`config.mk`:
```
export PLATFORM = sky130hd
export DESIGN_NAME = bof_sequencer
export DESIGN_NICKNAME = d
export VERILOG_FILES = /design/src/common/bof_pkg.sv /design/src/verilog/bof_flash_owner.sv /design/src/verilog/bof_sequencer.sv
export VERILOG_INCLUDE_DIRS = /design/src /design/src/common
export SDC_FILE = /design/constraint.sdc
export NUM_CORES = 1
export LEC_CHECK = 0
export CAP_MARGIN = 20
export CORE_ASPECT_RATIO = 1.4
export CORE_MARGIN = 2
export CORE_UTILIZATION = 40
export CTS_BUF_LIST = sky130_fd_sc_hd__clkbuf_16
export DETAILED_ROUTE_END_ITERATION = 16
export DONT_BUFFER_PORTS = 1
export MAX_ROUTING_LAYER = met4
export PLACE_DENSITY_LB_ADDON = 0.1
export SYNTH_ARGS = -nofsm -noshare
export SYNTH_HDL_FRONTEND = slang
export SYNTH_SLANG_ARGS = --single-unit
```
`constraint.sdc`:
```
create_clock -name clock -period 5.3 [get_ports clock]
set_input_delay 0.53 -clock clock [delete_from_list [all_inputs] [get_ports clock]]
set_output_delay 0.53 -clock clock [all_outputs]
set_load 0.005 [all_outputs]
```
`src/common/bof_params.svh`:
```
// Purpose: constants for the boot order and flash ownership sequencer
// Assumes: included by bare name from package and design files
// Notes: mode-select codes and timing figures are named here once
`ifndef BOF_PARAMS_SVH
`define BOF_PARAMS_SVH

// ----------------------------------------------------------------
// mode-select pin codes
// ----------------------------------------------------------------
`define BOF_MODE_SELECT_PINS_W 3
`define BOF_MODE_SELECT_PINS_STREAM8 3'h0
`define BOF_MODE_SELECT_PINS_STREAM32 3'h1
`define BOF_MODE_SELECT_PINS_QSPI_FAST 3'h2
`define BOF_MODE_SELECT_PINS_QSPI_NORM 3'h3
`define BOF_MODE_SELECT_PINS_SDMMC 3'h4
`define BOF_MODE_SELECT_PINS_PCIE 3'h5
`define BOF_MODE_SELECT_PINS_JTAG 3'h7

// ----------------------------------------------------------------
// security and boot source fields
// ----------------------------------------------------------------
`define BOF_FUSE_W 4
`define BOF_SEC_W 2
`define BOF_SEC_OPEN 2'h0
`define BOF_SEC_AUTH 2'h1
`define BOF_SEC_ENC 2'h2
`define BOF_FUSE_AUTH_BIT 0
`define BOF_FUSE_ENC_BIT 1
`define BOF_SECONDARY_CORES 3
`define BOF_SEC_CORES_WAIT 3'h7
`define BOF_SEC_CORES_RUN 3'h0

// ----------------------------------------------------------------
// timing
// ----------------------------------------------------------------
`define BOF_CLK_MHZ 200
`define BOF_FLASH_RST_NS 50
`define BOF_FLASH_RST_CYC ((`BOF_FLASH_RST_NS * `BOF_CLK_MHZ + 999) / 1000)
`define BOF_FLASH_MAX_MHZ 108
`define BOF_FLASH_MULTI_MHZ 54
`define BOF_FLASH_REF_HZ 32'h0BEBC200
`define BOF_MAX_CS 4
`define BOF_CNT_W 8

`endif

```
`src/common/bof_pkg.sv`:
```
// Purpose: types shared by the sequencer and the flash owner
// Assumes: bof_params.svh supplies widths
// Notes: one-hot state codes are written out
`include "bof_params.svh"

package bof_pkg;

  // ----------------------------------------------------------------
  // sampled boot configuration
  // ----------------------------------------------------------------
  typedef struct packed {
    logic [`BOF_MODE_SELECT_PINS_W-1:0] scheme;
    logic [`BOF_SEC_W-1:0] secLevel;
    logic fabricFirst;
    logic flashSource;
  } bof_mode_t;

  // ----------------------------------------------------------------
  // pin state towards the processor-side and fabric I/O
  // ----------------------------------------------------------------
  typedef struct packed {
    logic fabricIoActive;
    logic procIoActive;
    logic procIoResetVal;
    logic memPinsEnable;
    logic debugEnable;
  } bof_pins_t;

  typedef enum logic [11:0] {
    SEQ_POR = 12'h001,
    SEQ_SAMPLE = 12'h002,
    SEQ_SECURE = 12'h004,
    SEQ_FIRMWARE = 12'h008,
    SEQ_FABRIC = 12'h010,
    SEQ_MEMPINS = 12'h020,
    SEQ_LOADER = 12'h040,
    SEQ_RELEASE = 12'h080,
    SEQ_RUN = 12'h100,
    SEQ_PHASE2 = 12'h200,
    SEQ_HOLD = 12'h400,
    SEQ_ERROR = 12'h800
  } bof_seq_t;

  typedef enum logic [2:0] {
    OWN_MANAGER = 3'h1,
    OWN_RESET = 3'h2,
    OWN_PROC = 3'h4
  } bof_own_t;

endpackage

```
`src/verilog/bof_flash_owner.sv`:
```
// Purpose: hands the shared quad serial flash controller to the processor
// Assumes: request held by the processor until granted or dropped
// Notes: the processor has no reset, clock gate or DMA path here
`timescale 1ns/1ps
`include "bof_params.svh"

module bof_flash_owner
  import bof_pkg::*;
#(
  parameter int RST_CYC = `BOF_FLASH_RST_CYC
) (
  input wire logic clock,
  input wire logic rst_n,
  input wire logic clkEn,
  input wire logic allowed,
  input wire logic request,
  output logic grant,
  output logic ctrlResetN,
  output logic [31:0] refClkHz,
  output logic refClkValid
);

  initial begin
    if (RST_CYC < 1 || RST_CYC > 255) begin
      $error("bof_flash_owner: RST_CYC out of range");
    end
  end

  bof_own_t own_q, own_d;
  logic [`BOF_CNT_W-1:0] cnt_q, cnt_d;
  wire rstDone = (cnt_q == `BOF_CNT_W'(RST_CYC - 1));
  wire want = allowed && request;

  // ----------------------------------------------------------------
  // ownership
  // ----------------------------------------------------------------
  always_comb begin
    own_d = own_q;
    cnt_d = cnt_q;
    case (own_q)
      OWN_MANAGER: begin
        cnt_d = '0;
        if (want) begin
          own_d = OWN_RESET;
        end
      end
      OWN_RESET: begin
        cnt_d = cnt_q + 1'b1;
        // controller reset before the processor may touch it
        if (!want) begin
          own_d = OWN_MANAGER;
        end else if (rstDone) begin
          own_d = OWN_PROC;
        end
      end
      OWN_PROC: begin
        if (!want) begin
          own_d = OWN_MANAGER;
        end
      end
      default: own_d = OWN_MANAGER;
    endcase
  end

  always_ff @(posedge clock) begin
    if (!rst_n) begin
      own_q <= OWN_MANAGER;
      cnt_q <= '0;
      grant <= 1'b0;
      ctrlResetN <= 1'b1;
      refClkHz <= 32'h00000000;
      refClkValid <= 1'b0;
    end else if (clkEn) begin
      own_q <= own_d;
      cnt_q <= cnt_d;
      // grant and clock report rise together so no early access
      grant <= (own_d == OWN_PROC);
      ctrlResetN <= (own_d != OWN_RESET);
      refClkValid <= (own_d == OWN_PROC);
      refClkHz <= (own_d == OWN_PROC) ? `BOF_FLASH_REF_HZ : 32'h00000000;
    end
  end

endmodule // bof_flash_owner

```
`src/verilog/bof_sequencer.sv`:
```
// Purpose: start-up sequencing and flash ownership of the device
// Assumes: firmware fetch, fabric load and loader copy are done by
//   datapaths outside; they answer with level done/ok inputs
// Notes: one clock, synchronous active-low reset, clkEn freezes all
`timescale 1ns/1ps
`include "bof_params.svh"

module bof_sequencer
  import bof_pkg::*;
#(
  parameter int NUM_CS = 1,
  parameter int FLASH_RST_CYC = `BOF_FLASH_RST_CYC,
  parameter logic [7:0] FLASH_PINMUX = 8'h00
) (
  input wire logic clock,
  input wire logic rst_n,
  input wire logic clkEn,
  input wire logic [`BOF_MODE_SELECT_PINS_W-1:0] modeSelectPins,
  input wire logic fabricFirstStrap,
  input wire logic [`BOF_FUSE_W-1:0] fuseValue,
  input wire logic fwLoadDone,
  input wire logic fwAuthOk,
  input wire logic fabricCfgDone,
  input wire logic memPinsDone,
  input wire logic loaderLoadDone,
  input wire logic procBootEnable,
  input wire logic debugRequest,
  input wire logic fabricCfgReq,
  input wire logic flashOwnReq,
  output bof_mode_t mode_q,
  output bof_pins_t pins_q,
  output logic fwLoadStart_q,
  output logic fabricCfgStart_q,
  output logic memPinsStart_q,
  output logic loaderLoadStart_q,
  output logic procResetN_q,
  output logic primaryRun_q,
  output logic [`BOF_SECONDARY_CORES-1:0] secondaryWait_q,
  output logic fabricUserMode_q,
  output logic fabricCfgAck_q,
  output logic cfgError_q,
  output logic flashGrant_q,
  output logic flashCtrlResetN_q,
  output logic [31:0] flashRefClkHz_q,
  output logic flashRefClkValid_q,
  output logic [7:0] flashPinmux_q,
  output logic [7:0] flashClkDiv_q,
  output logic [1:0] flashCsCount_q
);

  // ----------------------------------------------------------------
  // elaboration checks
  // ----------------------------------------------------------------
  initial begin
    if (NUM_CS < 1 || NUM_CS > `BOF_MAX_CS) begin
      $error("bof_sequencer: NUM_CS must be 1 to 4");
    end
  end

  // ----------------------------------------------------------------
  // helpers
  // ----------------------------------------------------------------
  function automatic logic isFlashScheme(input logic [`BOF_MODE_SELECT_PINS_W-1:0] m);
    isFlashScheme = (m == `BOF_MODE_SELECT_PINS_QSPI_FAST) ||
                    (m == `BOF_MODE_SELECT_PINS_QSPI_NORM);
  endfunction

  function automatic logic [`BOF_SEC_W-1:0] secFromFuse(
    input logic [`BOF_FUSE_W-1:0] f);
    if (f[`BOF_FUSE_ENC_BIT]) begin
      secFromFuse = `BOF_SEC_ENC;
    end else if (f[`BOF_FUSE_AUTH_BIT]) begin
      secFromFuse = `BOF_SEC_AUTH;
    end else begin
      secFromFuse = `BOF_SEC_OPEN;
    end
  endfunction

  // flash clock divider: ceiling of reference over the allowed maximum
  localparam int FLASH_MHZ = (NUM_CS > 1) ? `BOF_FLASH_MULTI_MHZ :
                             `BOF_FLASH_MAX_MHZ;
  localparam int FLASH_DIV = (`BOF_CLK_MHZ + FLASH_MHZ - 1) / FLASH_MHZ;
  localparam logic [7:0] FLASH_DIV_W = 8'(FLASH_DIV);
  localparam logic [1:0] CS_COUNT_W = 2'(NUM_CS - 1);

  // ----------------------------------------------------------------
  // state
  // ----------------------------------------------------------------
  bof_seq_t seq_q, seq_d;
  bof_mode_t modeNext;
  logic fabricDone_q;

  wire inFabricFirst = mode_q.fabricFirst;
  wire pcieScheme = (modeSelectPins == `BOF_MODE_SELECT_PINS_PCIE);
  wire pcieBad = pcieScheme && !fabricFirstStrap;
  wire fwReady = fwLoadDone && fwAuthOk;
  wire fwFail = fwLoadDone && !fwAuthOk;
  wire procRunning = (seq_q == SEQ_RUN) || (seq_q == SEQ_PHASE2);
  wire flashAllowed = procRunning && mode_q.flashSource;
  wire phase2Ask = (seq_q == SEQ_RUN) && !inFabricFirst &&
                   !fabricDone_q && fabricCfgReq;

  // mode latched once, after reset release, never from reset itself
  always_comb begin
    modeNext.scheme = modeSelectPins;
    modeNext.secLevel = secFromFuse(fuseValue);
    modeNext.fabricFirst = fabricFirstStrap;
    modeNext.flashSource = isFlashScheme(modeSelectPins);
  end

  // ----------------------------------------------------------------
  // sequencer
  // ----------------------------------------------------------------
  always_comb begin
    seq_d = seq_q;
    case (seq_q)
      SEQ_POR: seq_d = SEQ_SAMPLE;
      SEQ_SAMPLE: begin
        if (pcieBad) begin
          seq_d = SEQ_ERROR;
        end else begin
          seq_d = SEQ_SECURE;
        end
      end
      SEQ_SECURE: seq_d = SEQ_FIRMWARE;
      SEQ_FIRMWARE: begin
        if (fwFail) begin
          seq_d = SEQ_ERROR;
        end else if (fwReady && inFabricFirst) begin
          seq_d = SEQ_FABRIC;
        end else if (fwReady) begin
          seq_d = SEQ_MEMPINS;
        end
      end
      SEQ_FABRIC: begin
        if (fabricCfgDone && procBootEnable) begin
          seq_d = SEQ_MEMPINS;
        end else if (fabricCfgDone) begin
          seq_d = SEQ_HOLD;
        end
      end
      SEQ_MEMPINS: begin
        if (memPinsDone) begin
          seq_d = SEQ_LOADER;
        end
      end
      SEQ_LOADER: begin
        if (loaderLoadDone) begin
          seq_d = SEQ_RELEASE;
        end
      end
      SEQ_RELEASE: seq_d = SEQ_RUN;
      SEQ_RUN: begin
        if (phase2Ask) begin
          seq_d = SEQ_PHASE2;
        end
      end
      SEQ_PHASE2: begin
        if (fabricCfgDone) begin
          seq_d = SEQ_RUN;
        end
      end
      SEQ_HOLD: begin
        // late boot enable still allowed after fabric-only start
        if (procBootEnable) begin
          seq_d = SEQ_MEMPINS;
        end
      end
      SEQ_ERROR: seq_d = SEQ_ERROR;
      default: seq_d = SEQ_POR;
    endcase
  end

  wire enterFw = (seq_q == SEQ_SECURE);
  wire enterFabric = (seq_q == SEQ_FIRMWARE) && (seq_d == SEQ_FABRIC);
  wire enterPhase2 = (seq_q == SEQ_RUN) && (seq_d == SEQ_PHASE2);
  wire enterMem = (seq_q != SEQ_MEMPINS) && (seq_d == SEQ_MEMPINS);
  wire enterLoader = (seq_q == SEQ_MEMPINS) && (seq_d == SEQ_LOADER);
  wire fabricFinish = ((seq_q == SEQ_FABRIC) || (seq_q == SEQ_PHASE2)) &&
                      fabricCfgDone;
  wire releaseNow = (seq_q == SEQ_RELEASE);

  always_ff @(posedge clock) begin
    if (!rst_n) begin
      seq_q <= SEQ_POR;
    end else if (clkEn) begin
      seq_q <= seq_d;
    end
  end

  always_ff @(posedge clock) begin
    if (!rst_n) begin
      mode_q <= '0;
    end else if (clkEn && seq_q == SEQ_SAMPLE) begin
      mode_q <= modeNext;
    end
  end

  always_ff @(posedge clock) begin
    if (!rst_n) begin
      fabricDone_q <= 1'b0;
      fabricUserMode_q <= 1'b0;
    end else if (clkEn && fabricFinish) begin
      fabricDone_q <= 1'b1;
      fabricUserMode_q <= 1'b1;
    end
  end

  // ----------------------------------------------------------------
  // start strobes, one cycle each; cfgError_q held while in SEQ_ERROR
  // ----------------------------------------------------------------
  always_ff @(posedge clock) begin
    if (!rst_n) begin
      fwLoadStart_q <= 1'b0;
      fabricCfgStart_q <= 1'b0;
      memPinsStart_q <= 1'b0;
      loaderLoadStart_q <= 1'b0;
      fabricCfgAck_q <= 1'b0;
      cfgError_q <= 1'b0;
    end else if (clkEn) begin
      fwLoadStart_q <= enterFw;
      fabricCfgStart_q <= enterFabric || enterPhase2;
      memPinsStart_q <= enterMem;
      loaderLoadStart_q <= enterLoader;
      fabricCfgAck_q <= enterPhase2;
      cfgError_q <= (seq_d == SEQ_ERROR);
    end
  end

  // ----------------------------------------------------------------
  // pins, reset and cores
  // ----------------------------------------------------------------
  wire fabricIoNext = fabricFinish || fabricDone_q;
  wire procIoNext = fabricIoNext && inFabricFirst;
  wire holdNext = (seq_d == SEQ_HOLD);
  wire memPinsNext = enterLoader || pins_q.memPinsEnable;
  wire debugNext = (enterLoader && debugRequest) || pins_q.debugEnable;

  always_ff @(posedge clock) begin
    if (!rst_n) begin
      pins_q <= '0;
      procResetN_q <= 1'b0;
      primaryRun_q <= 1'b0;
      secondaryWait_q <= `BOF_SEC_CORES_RUN;
    end else if (clkEn) begin
      pins_q.fabricIoActive <= fabricIoNext;
      pins_q.procIoActive <= procIoNext;
      pins_q.procIoResetVal <= holdNext;
      pins_q.memPinsEnable <= memPinsNext;
      pins_q.debugEnable <= debugNext;
      if (releaseNow) begin
        procResetN_q <= 1'b1;
        primaryRun_q <= 1'b1;
        secondaryWait_q <= inFabricFirst ? `BOF_SEC_CORES_WAIT :
                           `BOF_SEC_CORES_RUN;
      end else if (holdNext) begin
        procResetN_q <= 1'b0;
      end
    end
  end

  // ----------------------------------------------------------------
  // flash controller ownership
  // ----------------------------------------------------------------
  logic ownGrant;
  logic ownRstN;
  logic [31:0] ownRef;
  logic ownRefValid;

  bof_flash_owner #(
    .RST_CYC(FLASH_RST_CYC)
  ) u_owner (
    .clock(clock),
    .rst_n(rst_n),
    .clkEn(clkEn),
    .allowed(flashAllowed),
    .request(flashOwnReq),
    .grant(ownGrant),
    .ctrlResetN(ownRstN),
    .refClkHz(ownRef),
    .refClkValid(ownRefValid)
  );

  // extra stage keeps grant, reset and clock report aligned at the pins
  always_ff @(posedge clock) begin
    if (!rst_n) begin
      flashGrant_q <= 1'b0;
      flashCtrlResetN_q <= 1'b1;
      flashRefClkHz_q <= 32'h00000000;
      flashRefClkValid_q <= 1'b0;
      flashPinmux_q <= 8'h00;
      flashClkDiv_q <= 8'h00;
      flashCsCount_q <= 2'h0;
    end else if (clkEn) begin
      flashGrant_q <= ownGrant;
      flashCtrlResetN_q <= ownRstN;
      flashRefClkHz_q <= ownRef;
      flashRefClkValid_q <= ownRefValid;
      flashPinmux_q <= FLASH_PINMUX;
      flashClkDiv_q <= FLASH_DIV_W;
      flashCsCount_q <= CS_COUNT_W;
    end
  end

endmodule // bof_sequencer

```
=== After elaboration in Yosys (flattened, before gate mapping) ===
Index checks and enable logic that the tools add are counted.

* Flip-flop bits (word level): 116
* Input port bits: 20

* Multiplexer cells: 24
* Reductions and logical operators: 35
* Eq/ne operators: 28
* Add/sub/neg operators: 1

{| class="wikitable"
|+ Operators by type and width
! kind !! number
|-
| one-hot mux 12 bit (12 select lines) || 1
|-
| two-way mux 12 bit || 11
|-
| two-way mux 28 bit || 1
|-
| == test 12 x 10 -> 1 bit, second input constant || 2
|-
| == test 12 x 11 -> 1 bit, second input constant || 2
|-
| == test 12 bit, second input constant || 2
|-
| == test 12 x 5 -> 1 bit, second input constant || 2
|-
| == test 12 x 6 -> 1 bit, second input constant || 2
|-
| == test 12 x 7 -> 1 bit, second input constant || 2
|-
| logical AND 1 bit || 19
|-
| one-hot mux 8 bit (2 select lines) || 1
|-
| two-way mux 3 bit || 5
|-
| == test 12 x 1 -> 1 bit, second input constant || 1
|-
| == test 12 x 2 -> 1 bit, second input constant || 1
|-
| == test 12 x 3 -> 1 bit, second input constant || 1
|-
| == test 12 x 4 -> 1 bit, second input constant || 1
|-
| == test 12 x 8 -> 1 bit, second input constant || 1
|-
| == test 12 x 9 -> 1 bit, second input constant || 1
|-
| inequality test 12 x 6 -> 1 bit, second input constant || 1
|-
| == test 3 x 2 -> 1 bit, second input constant || 3
|-
| == test 3 bit, second input constant || 3
|-
| one-hot mux 3 bit (3 select lines) || 1
|-
| adder 8 x 1 -> 8 bit, second input constant || 1
|-
| == test 8 x 4 -> 1 bit, second input constant || 1
|-
| 8 further kinds || 22
|}

=== Depth between registers and ports, before layout ===
Gate-level depths: netlist (run 1).

* Depth in word-level cells: 10
* Mapped depth: 6
* Depth with buffers taken out: 6

=== Modules after synthesis ===
A second synthesis (run 1) with hierarchy kept.

* Cells, all modules: 468
* Area total of the unflattened synthesis: 4261.6 sq um

{| class="wikitable"
|+ By module, submodules not included
! module !! instances !! area an instance (sq um) !! cells an instance !! sequential area each (sq um)
|-
| bof_sequencer || 1 || 3296.9 || 354 || 1401.3
|-
| bof_flash_owner || 1 || 964.7 || 114 || 260.2
|}

=== Least setup slack after synthesis (run 1) ===
Ideal clock, no wire load.

* Path kind: register to register
* Start: register seq_q[2]
* End: register procResetN_q
* Required time: 5185 ps
* Arrival: 1632 ps
* Period minus slack after synthesis: 1748 ps
* Setup slack: 3552 ps
* Buffers on the path: 2
* Stages on the path, launching flop included: 7
* Cell sequence: dfxtp_1 buf_2 or4_1 buf_2 a2111oi_4 nand3_1 a31o_1

* Longest elaborated chain between the ends: 9

{| class="wikitable"
|+ RTL lines
! item !! line !! RTL
|-
| start: declaration || bof_sequencer.sv:89 || <nowiki>bof_seq_t seq_q, seq_d;</nowiki>
|-
| start signal: assignment || bof_sequencer.sv:187 || <nowiki>seq_q <= seq_d;</nowiki>
|-
| == test 12 x 9 -> 1 bit || bof_sequencer.sv:100, bof_sequencer.sv:116 ||
|-
| logical AND 1 bit (2 in a row) || bof_sequencer.sv:100 || <nowiki>wire phase2Ask = (seq_q == SEQ_RUN) && !inFabricFirst &&</nowiki>
|-
| logical AND 1 bit || bof_sequencer.sv:101 || <nowiki>!fabricDone_q && fabricCfgReq;</nowiki>
|-
| two-way mux 12 bit || bof_sequencer.sv:154 || <nowiki>if (phase2Ask) begin</nowiki>
|-
| one-hot mux 12 bit (12 select lines) || bof_sequencer.sv:116 || <nowiki>case (seq_q)</nowiki>
|-
| == test 12 x 11 -> 1 bit || bof_sequencer.sv:235 || <nowiki>wire holdNext = (seq_d == SEQ_HOLD);</nowiki>
|-
| nonzero test 2 bit (no source line) || - ||
|-
| AND reduction 2 bit (no source line) || - ||
|-
| end signal: assignment || bof_sequencer.sv:242 || <nowiki>procResetN_q <= 1'b0;</nowiki>
|-
| end signal: assignment || bof_sequencer.sv:252 || <nowiki>procResetN_q <= 1'b1;</nowiki>
|-
| end signal: assignment || bof_sequencer.sv:257 || <nowiki>procResetN_q <= 1'b0;</nowiki>
|-
| end: declaration || bof_sequencer.sv:36 || <nowiki>output logic procResetN_q,</nowiki>
|}

Parallel ways exist; a longest one is shown, timed or not.
A chain may end at the register's enable or synchronous reset.

=== Worst setup path in the final report (run 1) ===
* Start: register seq_q[11]
* End: register loaderLoadStart_q

* Longest elaborated chain between the ends: 8

{| class="wikitable"
|+ RTL lines
! item !! line !! RTL
|-
| == test 12 x 9 -> 1 bit || bof_sequencer.sv:100, bof_sequencer.sv:116 ||
|-
| logical AND 1 bit (2 in a row) || bof_sequencer.sv:100 ||
|-
| logical AND 1 bit || bof_sequencer.sv:101 ||
|-
| two-way mux 12 bit || bof_sequencer.sv:154 ||
|-
| one-hot mux 12 bit (12 select lines) || bof_sequencer.sv:116 ||
|-
| == test 12 x 7 -> 1 bit || bof_sequencer.sv:178 || <nowiki>wire enterLoader = (seq_q == SEQ_MEMPINS) && (seq_d == SEQ_LOADER);</nowiki>
|-
| logical AND 1 bit (*) || bof_sequencer.sv:178 ||
|-
| end signal: assignment || bof_sequencer.sv:224 || <nowiki>loaderLoadStart_q <= enterLoader;</nowiki>
|-
| end: declaration || bof_sequencer.sv:35 || <nowiki>output logic loaderLoadStart_q,</nowiki>
|}

Mark *: on every way between the ends. The rest lies on a longest branch, timed or not.

==> metrics.yaml, run 1 <==
status:
  outcome: "completed"
setup_path:
  cp.arrival_ns: 2.38
  worstPathRequired_ns: 5.54
  cp-end-kind: "register"
  cp_max_fo: 13
  crit_type: "register to register"
  startpoint_type: "register"
grt:
  use_met3_pct: 3.76
  busiest_layer: "met2"
  met1_usage_pct: 19.2
  grt_max_degree: 39
  grt_util_all_layers_pct: 17.5
  grt_first_pass_wirelength_mm: 11.5
  grt-ovfl-total: 0
  antenna_found_initial: 0
  grt_pass1_vias: 2356
  use_met2_pct: 31.4
die:
  std_cell_rows: 37
  core_um2: 7410
  die_x_um: 78.3
  initial_core_util_pct: 41.8
  fp.dieArea_um2: 8460
  io_pins: 97
  die_h_um: 108
timing:
  tightest_slew_ns: 0.772
  min_period_ns: 2.14
  finalHoldViolations: 0
  slew_viol_final: 0
  slew_headroom_pct: 48.1
  fin_setup_tns_ns: 0
  skew_ns: 0.00417
  finalCritPeriodShare_pct: 40.4
  fmax_mhz: 467
  rsz0062_at_grt: "no"
  setup_viol: 0
layout:
  antenna_cells: 0
  drive_above_1_share_pct: 7.44
  fin_util_pct: 40.7
  area_growth_pct: -2.63
  finalNetCount: 357
  instances_no_fill: 433
  finalInstanceArea_um2: 3010
clock_tree:
  clkLatencyLatePin_ns: 0.29
  htree_levels: 2
  post_cts_buffers: 0
  numCtsBuffers: 5
  root_buffer: "clkbuf_16"
  hold_buffers: 0
  cts_tree: "built"
  clkTransAtPathRegs_ns: 0.07
  cts_resized: 0
  clk_path_buf_depth: 2
  cts_sinks: 50
detailed_routing:
  drc: 0
  drt-vias-per-instance: 5.46
  ant_nets: 0
  wl_per_cell_um: 16.3
  drt_first_pass_iters: 4
  routed-via-count: 2364
  drtIter0Drc: 116
  routed_wl_mm: 7.05
hold_path:
  hold_path.class: "input port to register"
place:
  placed_area_um2: 2860
  dp.cells: 425
  dp_hpwl_mm: 5.01
  port-buffer-count: 0
  gp_congestion: 0.816
yosys:
  synth_flop_cell: "dfxtp_1"
  synth-seq-cells: 50
  yosysWarnings: 0
  ys_seq_area_share_pct: 32.3
  synth_edf_count: 0
  netlist-cell-type-count: 66
  syn_area_per_cell_um2: 8.43
  synth_area_um2: 3090
  async_flop_share_pct: 0
  syn_inst: 367
power:
  leakagePower_nw: 1.12
  ir_drop_mv: 0.116
  power_density_nw_per_um2: 264
run:
  maxCapViolCount: 0
## Yosys cell counts (3+ instances only)
master,count,area (µm²)
nand3b_1,3,22.5
nand2b_1,7,43.8
o21ai_0,11,55.1
o21a_1,4,30.0
clkbuf_1,15,56.3
a31oi_1,4,25.0
nor2b_1,5,31.3
buf_4,53,398
and4_1,4,35.0
buf_2,5,25.0
nand4_1,3,18.8
nor4_1,6,37.5
a21oi_1,20,100
nor4_2,5,62.6
nor4b_1,5,43.8
and2_1,5,31.3
dfxtp_1,50,1000
nor3_1,11,55.1
nor4bb_1,5,50.1
nor3b_1,4,30.0
nand2_1,21,78.8
nor2_1,29,109
and3_1,3,18.8
nand3_1,11,55.1
mux2i_1,8,80.1
inv_1,7,26.3
xnor2_1,8,70.1
o211ai_1,3,22.5
## cell usage in the layout, fill, tap and decap left out, types with 6 or more instances in the layout
| cell type | Yosys | final |
|---|---|---|
| xnor2_1 | 8 | 8 |
| nor2_1 | 29 | 29 |
| a21oi_1 | 20 | 20 |
| nand3_1 | 11 | 11 |
| nand2_1 | 21 | 21 |
| nor3_1 | 11 | 11 |
| mux2i_1 | 8 | 8 |
| nand2b_1 | 7 | 7 |
| conb_1 | 1 | 37 |
| dfxtp_1 | 50 | 50 |
| nor4_1 | 6 | 6 |
| inv_1 | 7 | 7 |
| o21ai_0 | 11 | 11 |
## power breakdown
part,switching [mW],total [mW],internal [mW]
combinational,0.0462,0.0728,0.0267
clock,0.150,0.327,0.177
sequential,0.0140,0.396,0.382
total,0.211,0.796,0.585
## state kept, by name, indices dropped and copies added (netlist names), 3 cells and up
register / cells
u_owner.own_q: 3
seq_q: 12
u_owner.cnt_q: 8
mode_q: 6
pins_q: 5
## final cells by class
cell class | instances | area [µm²]
Clock buffer | 5 | 125
Clock inverter | 3 | 23.8
Fill cell | 784 | 4390
Inverter | 8 | 30.0
Multi-Input combinational cell | 270 | 1710
Sequential cell | 50 | 1000
Tap cell | 97 | 121
## final timing paths
kind | startpoint | to | slack [ns] | cells after the start
hold / removal | rst_n | flashCtrlResetN_q | 0.31 | 1
setup / recovery | seq_q[11] | loaderLoadStart_q | 3.16 | 4
setup reg to reg | seq_q[11] | loaderLoadStart_q | 3.16 | 4
hold reg to reg | u_owner.refClkHz[25] | u_owner.refClkHz[25] | 0.45 | 2
## metrics by stage
| step | setup slack, ns | total power [mW] | hold slack (ns) |
|---|---|---|---|
| 6_report | 3.16 | 0.796 | 0.308 |
| 5_1_grt | 2.95 | 0.831 | 0.297 |
| 4_1_cts | 3.17 | 0.805 | 0.303 |
| 3_5_place_dp | 3.19 | 0.477 | 0.433 |
| 3_3_place_gp | 3.20 | 0.476 | 0.429 |
| 2_1_floorplan | 3.55 | 0.487 | 0.415 |
## kinds of logic (layout without fill, tap and decap cells)
kind of cell,count (synthesis),in the layout,synth area share (%)
mux,8,8,2.59
compound gates,68,68,15.4
flops,50,50,32.3
xor+xnor,10,10,2.83
fa+ha+maj,2,2,0.809
buf+inv,83,16,16.7
other cells,1,37,0.121
simple gates,145,145,29.2
## metal layers
metal / vias to the layer above / wire length, µm / share of wire, %
met5: - / 0 / 0
met4: 0 / 127 / 1.8
met3: 12 / 386 / 5.5
met2: 63 / 3660 / 52
met1: 1132 / 2880 / 41
li1: 1157 / - / -
## worst max-delay path, cell delays in order (launching register included)
cell and delay, ns:
dfxtp_1 0.50, nor3_1 0.73, nand4b_1 0.34, nor3_1 0.35, o21a_1 0.16
Power figures use the tool's default switching activity.
==> run 2, diff against run 1 <==
==> constraint.sdc (replaced) <==
create_clock -name clock -period 2.2 [get_ports clock]
set_input_delay 0.22 -clock clock [delete_from_list [all_inputs] [get_ports clock]]
set_output_delay 0.22 -clock clock [all_outputs]
set_load 0.005 [all_outputs]
==> metrics.yaml, run 2 (synthesized netlist as in run 1, its figures left out) <==
status:
  outcome: "completed"  # unchanged
layout:
  finalNetCount: 373  # was 357
  top_regs: "seq_q x12, u_owner.cnt_q x8, mode_q x6"  # unchanged
  instances_no_fill: 449  # was 433
  multi_input_area_um2: 1710  # unchanged
  drive_above_1_share_pct: 11.4  # was 7.44%
  antenna_cells: 0  # unchanged
  fillCellCount: 766  # was 784
  largest_reg_flops: 12  # unchanged
  area_growth_pct: 1.50  # was -2.63%
  final_cell_mix: "dfxtp_1 (50), conb_1 (37), nor2_1 (29)"  # unchanged
  regMostFlops: "seq_q"  # unchanged
  seq_area_um2: 1000  # unchanged
  mostFrequentLayoutCell: "dfxtp_1"  # unchanged
grt:
  grt_first_pass_wirelength_mm: 11.9  # was 11.5 mm
  grt-ovfl-total: 0  # unchanged
  antenna_found_initial: 0  # unchanged
  grt_max_degree: 39  # unchanged
  grt_pass1_vias: 2305  # was 2356
  grt_util_all_layers_pct: 18.3  # was 17.5%
clock_tree:
  clkTransAtPathRegs_ns: 0.08  # was 0.07 ns
  root_buffer: "clkbuf_16"  # unchanged
  numCtsBuffers: 5  # unchanged
  cts_sinks: 50  # unchanged
  clkLatencyLatePin_ns: 0.30  # was 0.29 ns
  clk_path_buf_depth: 2  # unchanged
  cts_tree: "built"  # unchanged
  htree_levels: 2  # unchanged
  cts_resized: 0  # unchanged
die:
  die_h_um: 108  # unchanged
  die_x_um: 78.3  # unchanged
  io_pins: 97  # unchanged
  core_um2: 7410  # unchanged
  initial_core_util_pct: 41.8  # unchanged
  fp.dieArea_um2: 8460  # unchanged
  std_cell_rows: 37  # unchanged
setup_path:
  cp-end-kind: "register"  # unchanged
  crit_type: "register to register"  # unchanged
  cp.arrival_ns: 2.21  # was 2.38 ns
  worstPathRequired_ns: 2.44  # was 5.54 ns
  startpoint_type: "register"  # unchanged
  r2r_cells: 4  # unchanged
  cp_max_fo: 7  # was 13
detailed_routing:
  drtIter0Drc: 118  # was 116
  drc: 0  # unchanged
  routed-via-count: 2433  # was 2364
  drt-vias-per-instance: 5.42  # was 5.46
  wl_per_cell_um: 16.3  # about the same
  routed_wl_mm: 7.34  # was 7.05 mm
  ant_nets: 0  # unchanged
  drt_first_pass_iters: 4  # unchanged
timing:
  setup_viol: 0  # unchanged
  min_period_ns: 1.97  # was 2.14 ns
  fmax_mhz: 508  # was 467 MHz
  finalHoldViolations: 0  # unchanged
  slew_viol_final: 0  # unchanged
  rsz0062_at_grt: "no"  # unchanged
  finalCritPeriodShare_pct: 89.5  # was 40.4%
  whs_ns: 0.0162  # was 0.308 ns
  slew_headroom_pct: 58.2  # was 48.1%
  skew_ns: 0.0108  # was 0.00417 ns
  fin_setup_tns_ns: 0  # unchanged
  tightest_slew_ns: 0.621  # was 0.772 ns
hold_path:
  hold_path.class: "input port to register"  # unchanged
  min_path_cells: 1  # unchanged
power:
  leakagePower_nw: 1.21  # was 1.12 nW
  power_density_nw_per_um2: 622  # was 264 nW/µm²
  ir_drop_mv: 0.418  # was 0.116 mV
run:
  maxCapViolCount: 0  # unchanged
place:
  dp.cells: 440  # was 425
  gp_congestion: 0.896  # was 0.816
  port-buffer-count: 0  # unchanged
  dp_hpwl_mm: 5.29  # was 5.01 mm
[run 2: changes by cell type in the layout (fill, tap and decap cells not counted)]
cell / previous run / this run
inv_6: 1 / 0
dlygate4sd3_1: 0 / 1
inv_8: 0 / 1
buf_4: 0 / 15
clkinv_4: 0 / 2
clkinvlp_4: 2 / 0
[run 2: worst max-delay path, stage by stage (launching register included)]
cell and delay (ns):
dfxtp_1 0.38, or4_1 0.76, a2111oi_4 0.28, a311o_1 0.29, o221a_2 0.21
[run 2: stage by stage]
step	instance area, µm²	setup slack, ns	power [mW]	util, %
final	3140	0.230	1.95	42.4
after global routing	3140	0.115	2.04	42.4
after CTS	3140	0.244	1.98	42.4
after detailed placement	2980	0.252	1.17	40.2
after global placement	2980	0.253	1.17	40.2
after floorplan	3230	0.452	1.17	-
[run 2: worst paths after layout]
check / startpoint / to / slack [ns]
setup reg to reg: seq_q[0] / seq_q[5] / 0.23
hold / removal: clkEn / seq_q[4] / 0.02
hold reg to reg: u_owner.refClkHz[25] / u_owner.refClkHz[25] / 0.44
setup / recovery: seq_q[0] / seq_q[5] / 0.23
[run 2: area by class of cell]
class | instances | share of cell area (%)
Clock inverter | 3 | 0.916
Tap cell | 97 | 3.86
Timing Repair Buffer | 16 | 3.90
Sequential cell | 50 | 31.9
Inverter | 8 | 0.956
Multi-Input combinational cell | 270 | 54.5
Clock buffer | 5 | 3.98
[run 2: power breakdown]
part	switching, mW	total (mW)	internal [mW]
Combinational	0.122	0.204	0.0821
Sequential	0.0298	0.950	0.920
Clock	0.365	0.799	0.434
Total	0.517	1.95	1.44
[run 2: repair_timing]
item,CTS,global route
hold buffers,1,0
setup endpoints to repair,0,0
endpoints found under the hold margin,1,0
setup buffers,0,0
[run 2: per-layer routing]
layer	share of wire [%]	routed length [µm]	global-route usage, %	vias up
li1	-	-	-	1195
met1	41	3050	21.3	1138
met2	50	3680	31.2	83
met3	5.1	373	3.51	17
met4	3.3	245	6.89	0
met5	0	0	-	-
==> run 3, diff against run 2 <==
--- a/config.mk
+++ b/config.mk
@@ -6,11 +6,13 @@
 export SDC_FILE = /design/constraint.sdc
 export NUM_CORES = 1
 export LEC_CHECK = 0
+export ABC_AREA = 1
 export CAP_MARGIN = 20
 export CORE_ASPECT_RATIO = 1.4
 export CORE_MARGIN = 2
-export CORE_UTILIZATION = 40
+export CORE_UTILIZATION = 33
 export CTS_BUF_LIST = sky130_fd_sc_hd__clkbuf_16
+export CTS_CLUSTER_SIZE = 24
 export DETAILED_ROUTE_END_ITERATION = 16
 export DONT_BUFFER_PORTS = 1
 export MAX_ROUTING_LAYER = met4
==> metrics.yaml, run 3 <==
hold_path:
  hold_path.class: "input port to register"  # unchanged
layout:
  area_growth_pct: 0.461  # was 1.50%
  fillCellCount: 991  # was 766
  largest_reg_flops: 12  # unchanged
  finalNetCount: 413  # was 373
  instances_no_fill: 498  # was 449
  antenna_cells: 0  # unchanged
  regMostFlops: "seq_q"  # unchanged
  top_regs: "seq_q x12, u_owner.cnt_q x8, mode_q x6"  # unchanged
  mostFrequentLayoutCell: "nand2_1"  # was dfxtp_1
  drive_above_1_share_pct: 12.8  # was 11.4%
  finalInstanceArea_um2: 3000  # was 3140 µm²
  final_cell_mix: "nand2_1 (72), dfxtp_1 (50), inv_1 (38)"  # was dfxtp_1 (50), conb_1 (37), nor2_1 (29)
detailed_routing:
  wl_per_cell_um: 14.2  # was 16.3 µm
  routed_wl_mm: 7.05  # was 7.34 mm
  routed-via-count: 2307  # was 2433
  drt-vias-per-instance: 4.63  # was 5.42
  drc: 0  # unchanged
  ant_nets: 0  # unchanged
  drt_first_pass_iters: 4  # unchanged
  drtIter0Drc: 70  # was 118
yosys:
  yosys.area_share.simple_pct: 30.3  # was 29.2%
  synth_area_um2: 2980  # was 3090 µm²
  synth_common_cells: "nand2_1 (72), buf_4 (53), dfxtp_1 (50)"  # was buf_4 (53), dfxtp_1 (50), nor2_1 (29)
  synthAdderAreaFrac_pct: 0.839  # was 0.809%
  yosysWarnings: 0  # unchanged
  syn_area_per_cell_um2: 7.31  # was 8.43 µm²
  synth-compound-area-share_pct: 13.8  # was 15.4%
  synth-seq-cells: 50  # unchanged
  synthXorXnorAreaFrac_pct: 0.881  # was 2.83%
  synth_top_cell_by_area: "dfxtp_1"  # unchanged
  synth_flop_cell: "dfxtp_1"  # unchanged
  synth_top_family_by_area: "simple AND/OR/NAND/NOR gates"  # unchanged
  netlist-cell-type-count: 46  # was 66
  synth_edf_count: 0  # unchanged
  async_flop_share_pct: 0  # unchanged
  synthMostInstantiatedCell: "nand2_1"  # was buf_4
  ys_top_cells_by_area: "dfxtp_1 (34%), buf_4 (13%), nand2_1 (9.1%)"  # was dfxtp_1 (32%), buf_4 (13%), nor2_1 (3.5%)
  ys_seq_area_share_pct: 33.6  # was 32.3%
  synth_mux_area_share_pct: 0  # was 2.59%
  synth.top_cell.area_share_pct: 33.6  # was 32.3%
  syn_inst: 408  # was 367
timing:
  tightest_slew_ns: 0.514  # was 0.621 ns
  slew_viol_final: 0  # unchanged
  fin_setup_tns_ns: 0  # unchanged
  finalHoldViolations: 0  # unchanged
  fmax_mhz: 642  # was 508 MHz
  skew_ns: 0.00955  # was 0.0108 ns
  rsz0062_at_grt: "no"  # unchanged
  finalCritPeriodShare_pct: 70.8  # was 89.5%
  min_period_ns: 1.56  # was 1.97 ns
  setup_viol: 0  # unchanged
  fin_ws_ns: 0.641  # was 0.230 ns
  slew_headroom_pct: 65.7  # was 58.2%
place:
  dp.cells: 491  # was 440
  placed_area_um2: 2830  # was 2980 µm²
  dp_slack_ns: 0.632  # was 0.252 ns
  port-buffer-count: 0  # unchanged
  gp_congestion: 0.811  # was 0.896
  dp_hpwl_mm: 5.23  # was 5.29 mm
power:
  ir_drop_mv: 0.337  # was 0.418 mV
  power_density_nw_per_um2: 672  # was 622 nW/µm²
  power_mw: 2.01  # was 1.95 mW
  leakagePower_nw: 1.28  # was 1.21 nW
setup_path:
  startpoint_type: "register"  # unchanged
  cp-end-kind: "register"  # unchanged
  worstPathRequired_ns: 2.39  # was 2.44 ns
  crit_type: "register to register"  # unchanged
  slowest_stage: "dfxtp_1"  # was or4_1
  cp_max_fo: 6  # was 7
  cp.arrival_ns: 1.75  # was 2.21 ns
  max_stage_delay_ns: 0.34  # was 0.76 ns
  worstPathCellList: "nor2_2, nand2_4, nor2_4, nand4_2, or2_1, o21ai_1, a21oi_1"  # was or4_1, a2111oi_4, a311o_1, o221a_2
grt:
  grt_util_all_layers_pct: 14.8  # was 18.3%
  grt_first_pass_wirelength_mm: 11.1  # was 11.9 mm
  grt_pass1_vias: 2184  # was 2305
  antenna_found_initial: 0  # unchanged
  grt_max_degree: 40  # was 39
  grt-ovfl-total: 0  # unchanged
die:
  die_x_um: 84.3  # was 78.3 µm
  io_pins: 97  # unchanged
  fp.dieArea_um2: 9820  # was 8460 µm²
  core_um2: 8870  # was 7410 µm²
  initial_core_util_pct: 33.6  # was 41.8%
  die_h_um: 116  # was 108 µm
  std_cell_rows: 41  # was 37
clock_tree:
  cts_resized: 0  # unchanged
  htree_levels: 2  # unchanged
  root_buffer: "clkbuf_16"  # unchanged
  cts_sinks: 50  # unchanged
  clk_path_buf_depth: 2  # unchanged
  clkLatencyLatePin_ns: 0.30  # about the same
  clkTransAtPathRegs_ns: 0.07  # was 0.08 ns
  numCtsBuffers: 5  # unchanged
  post_cts_buffers: 0  # unchanged
  hold_buffers: 0  # was 1
  cts_tree: "built"  # unchanged
status:
  outcome: "completed"  # unchanged
run:
  maxCapViolCount: 0  # unchanged
-- run 3: power breakdown --
group | total [mW] | internal [mW] | leakage, nW | switching (mW)
sequential | 0.943 | 0.923 | 0.406 | 0.0200
clock | 0.893 | 0.533 | 0.0799 | 0.360
combinational | 0.177 | 0.0529 | 0.799 | 0.124
-- run 3: final timing paths --
kind	endpoint	startpoint	cells after the start	slack [ns]
worst max register to register	secondaryWait_q[1]	seq_q[8]	7	0.64
worst max-delay path	secondaryWait_q[1]	seq_q[8]	7	0.64
worst min register to register	u_owner.refClkHz[25]	u_owner.refClkHz[25]	2	0.47
worst min-delay path	u_owner.ctrlResetN	rst_n	1	0.01
-- run 3: layer usage --
metal	up-vias	track usage (%)	share of wire (%)
li1	1195	-	-
met1	1050	16.7	42
met2	56	26.8	52
met3	6	2.76	4.6
met4	0	4.13	1.2
met5	-	-	0
-- run 3: critical path, delay by kind of cell (launching register included) --
kind	cells	cell delay, ns
and+or+nand+nor	5	0.92
DFF	1	0.34
AOI/OAI and AO/OA	2	0.19
-- run 3: kinds of logic (layout without fill, tap and decap cells) --
logic type      Yosys count  in the layout
buf+inv                 107             54
fa+ha+maj                 2              2
xor+xnor                  3              3
compound gates           72             72
flops                    50             50
other cells               1             37
simple gates            173            173
-- run 3: area by class of cell --
type / count / area (µm²) / share of cell area, %
clock buffer: 5 / 125 / 4.18
clock inverter: 2 / 38.8 / 1.29
inverter: 43 / 164 / 5.47
multi-input combinational: 287 / 1500 / 50.2
sequential: 50 / 1000 / 33.4
tap: 107 / 134 / 4.47
timing repair buffer: 4 / 30.0 / 1.00
-- run 3: per-stage QoR --
stage	hold slack, ns	util (%)
4_1_cts	0.00472	33.8
5_1_grt	0.00554	33.8
3_5_place_dp	0.313	31.9
6_report	0.0122	33.8
3_3_place_gp	0.311	31.9
2_1_floorplan	0.367	-
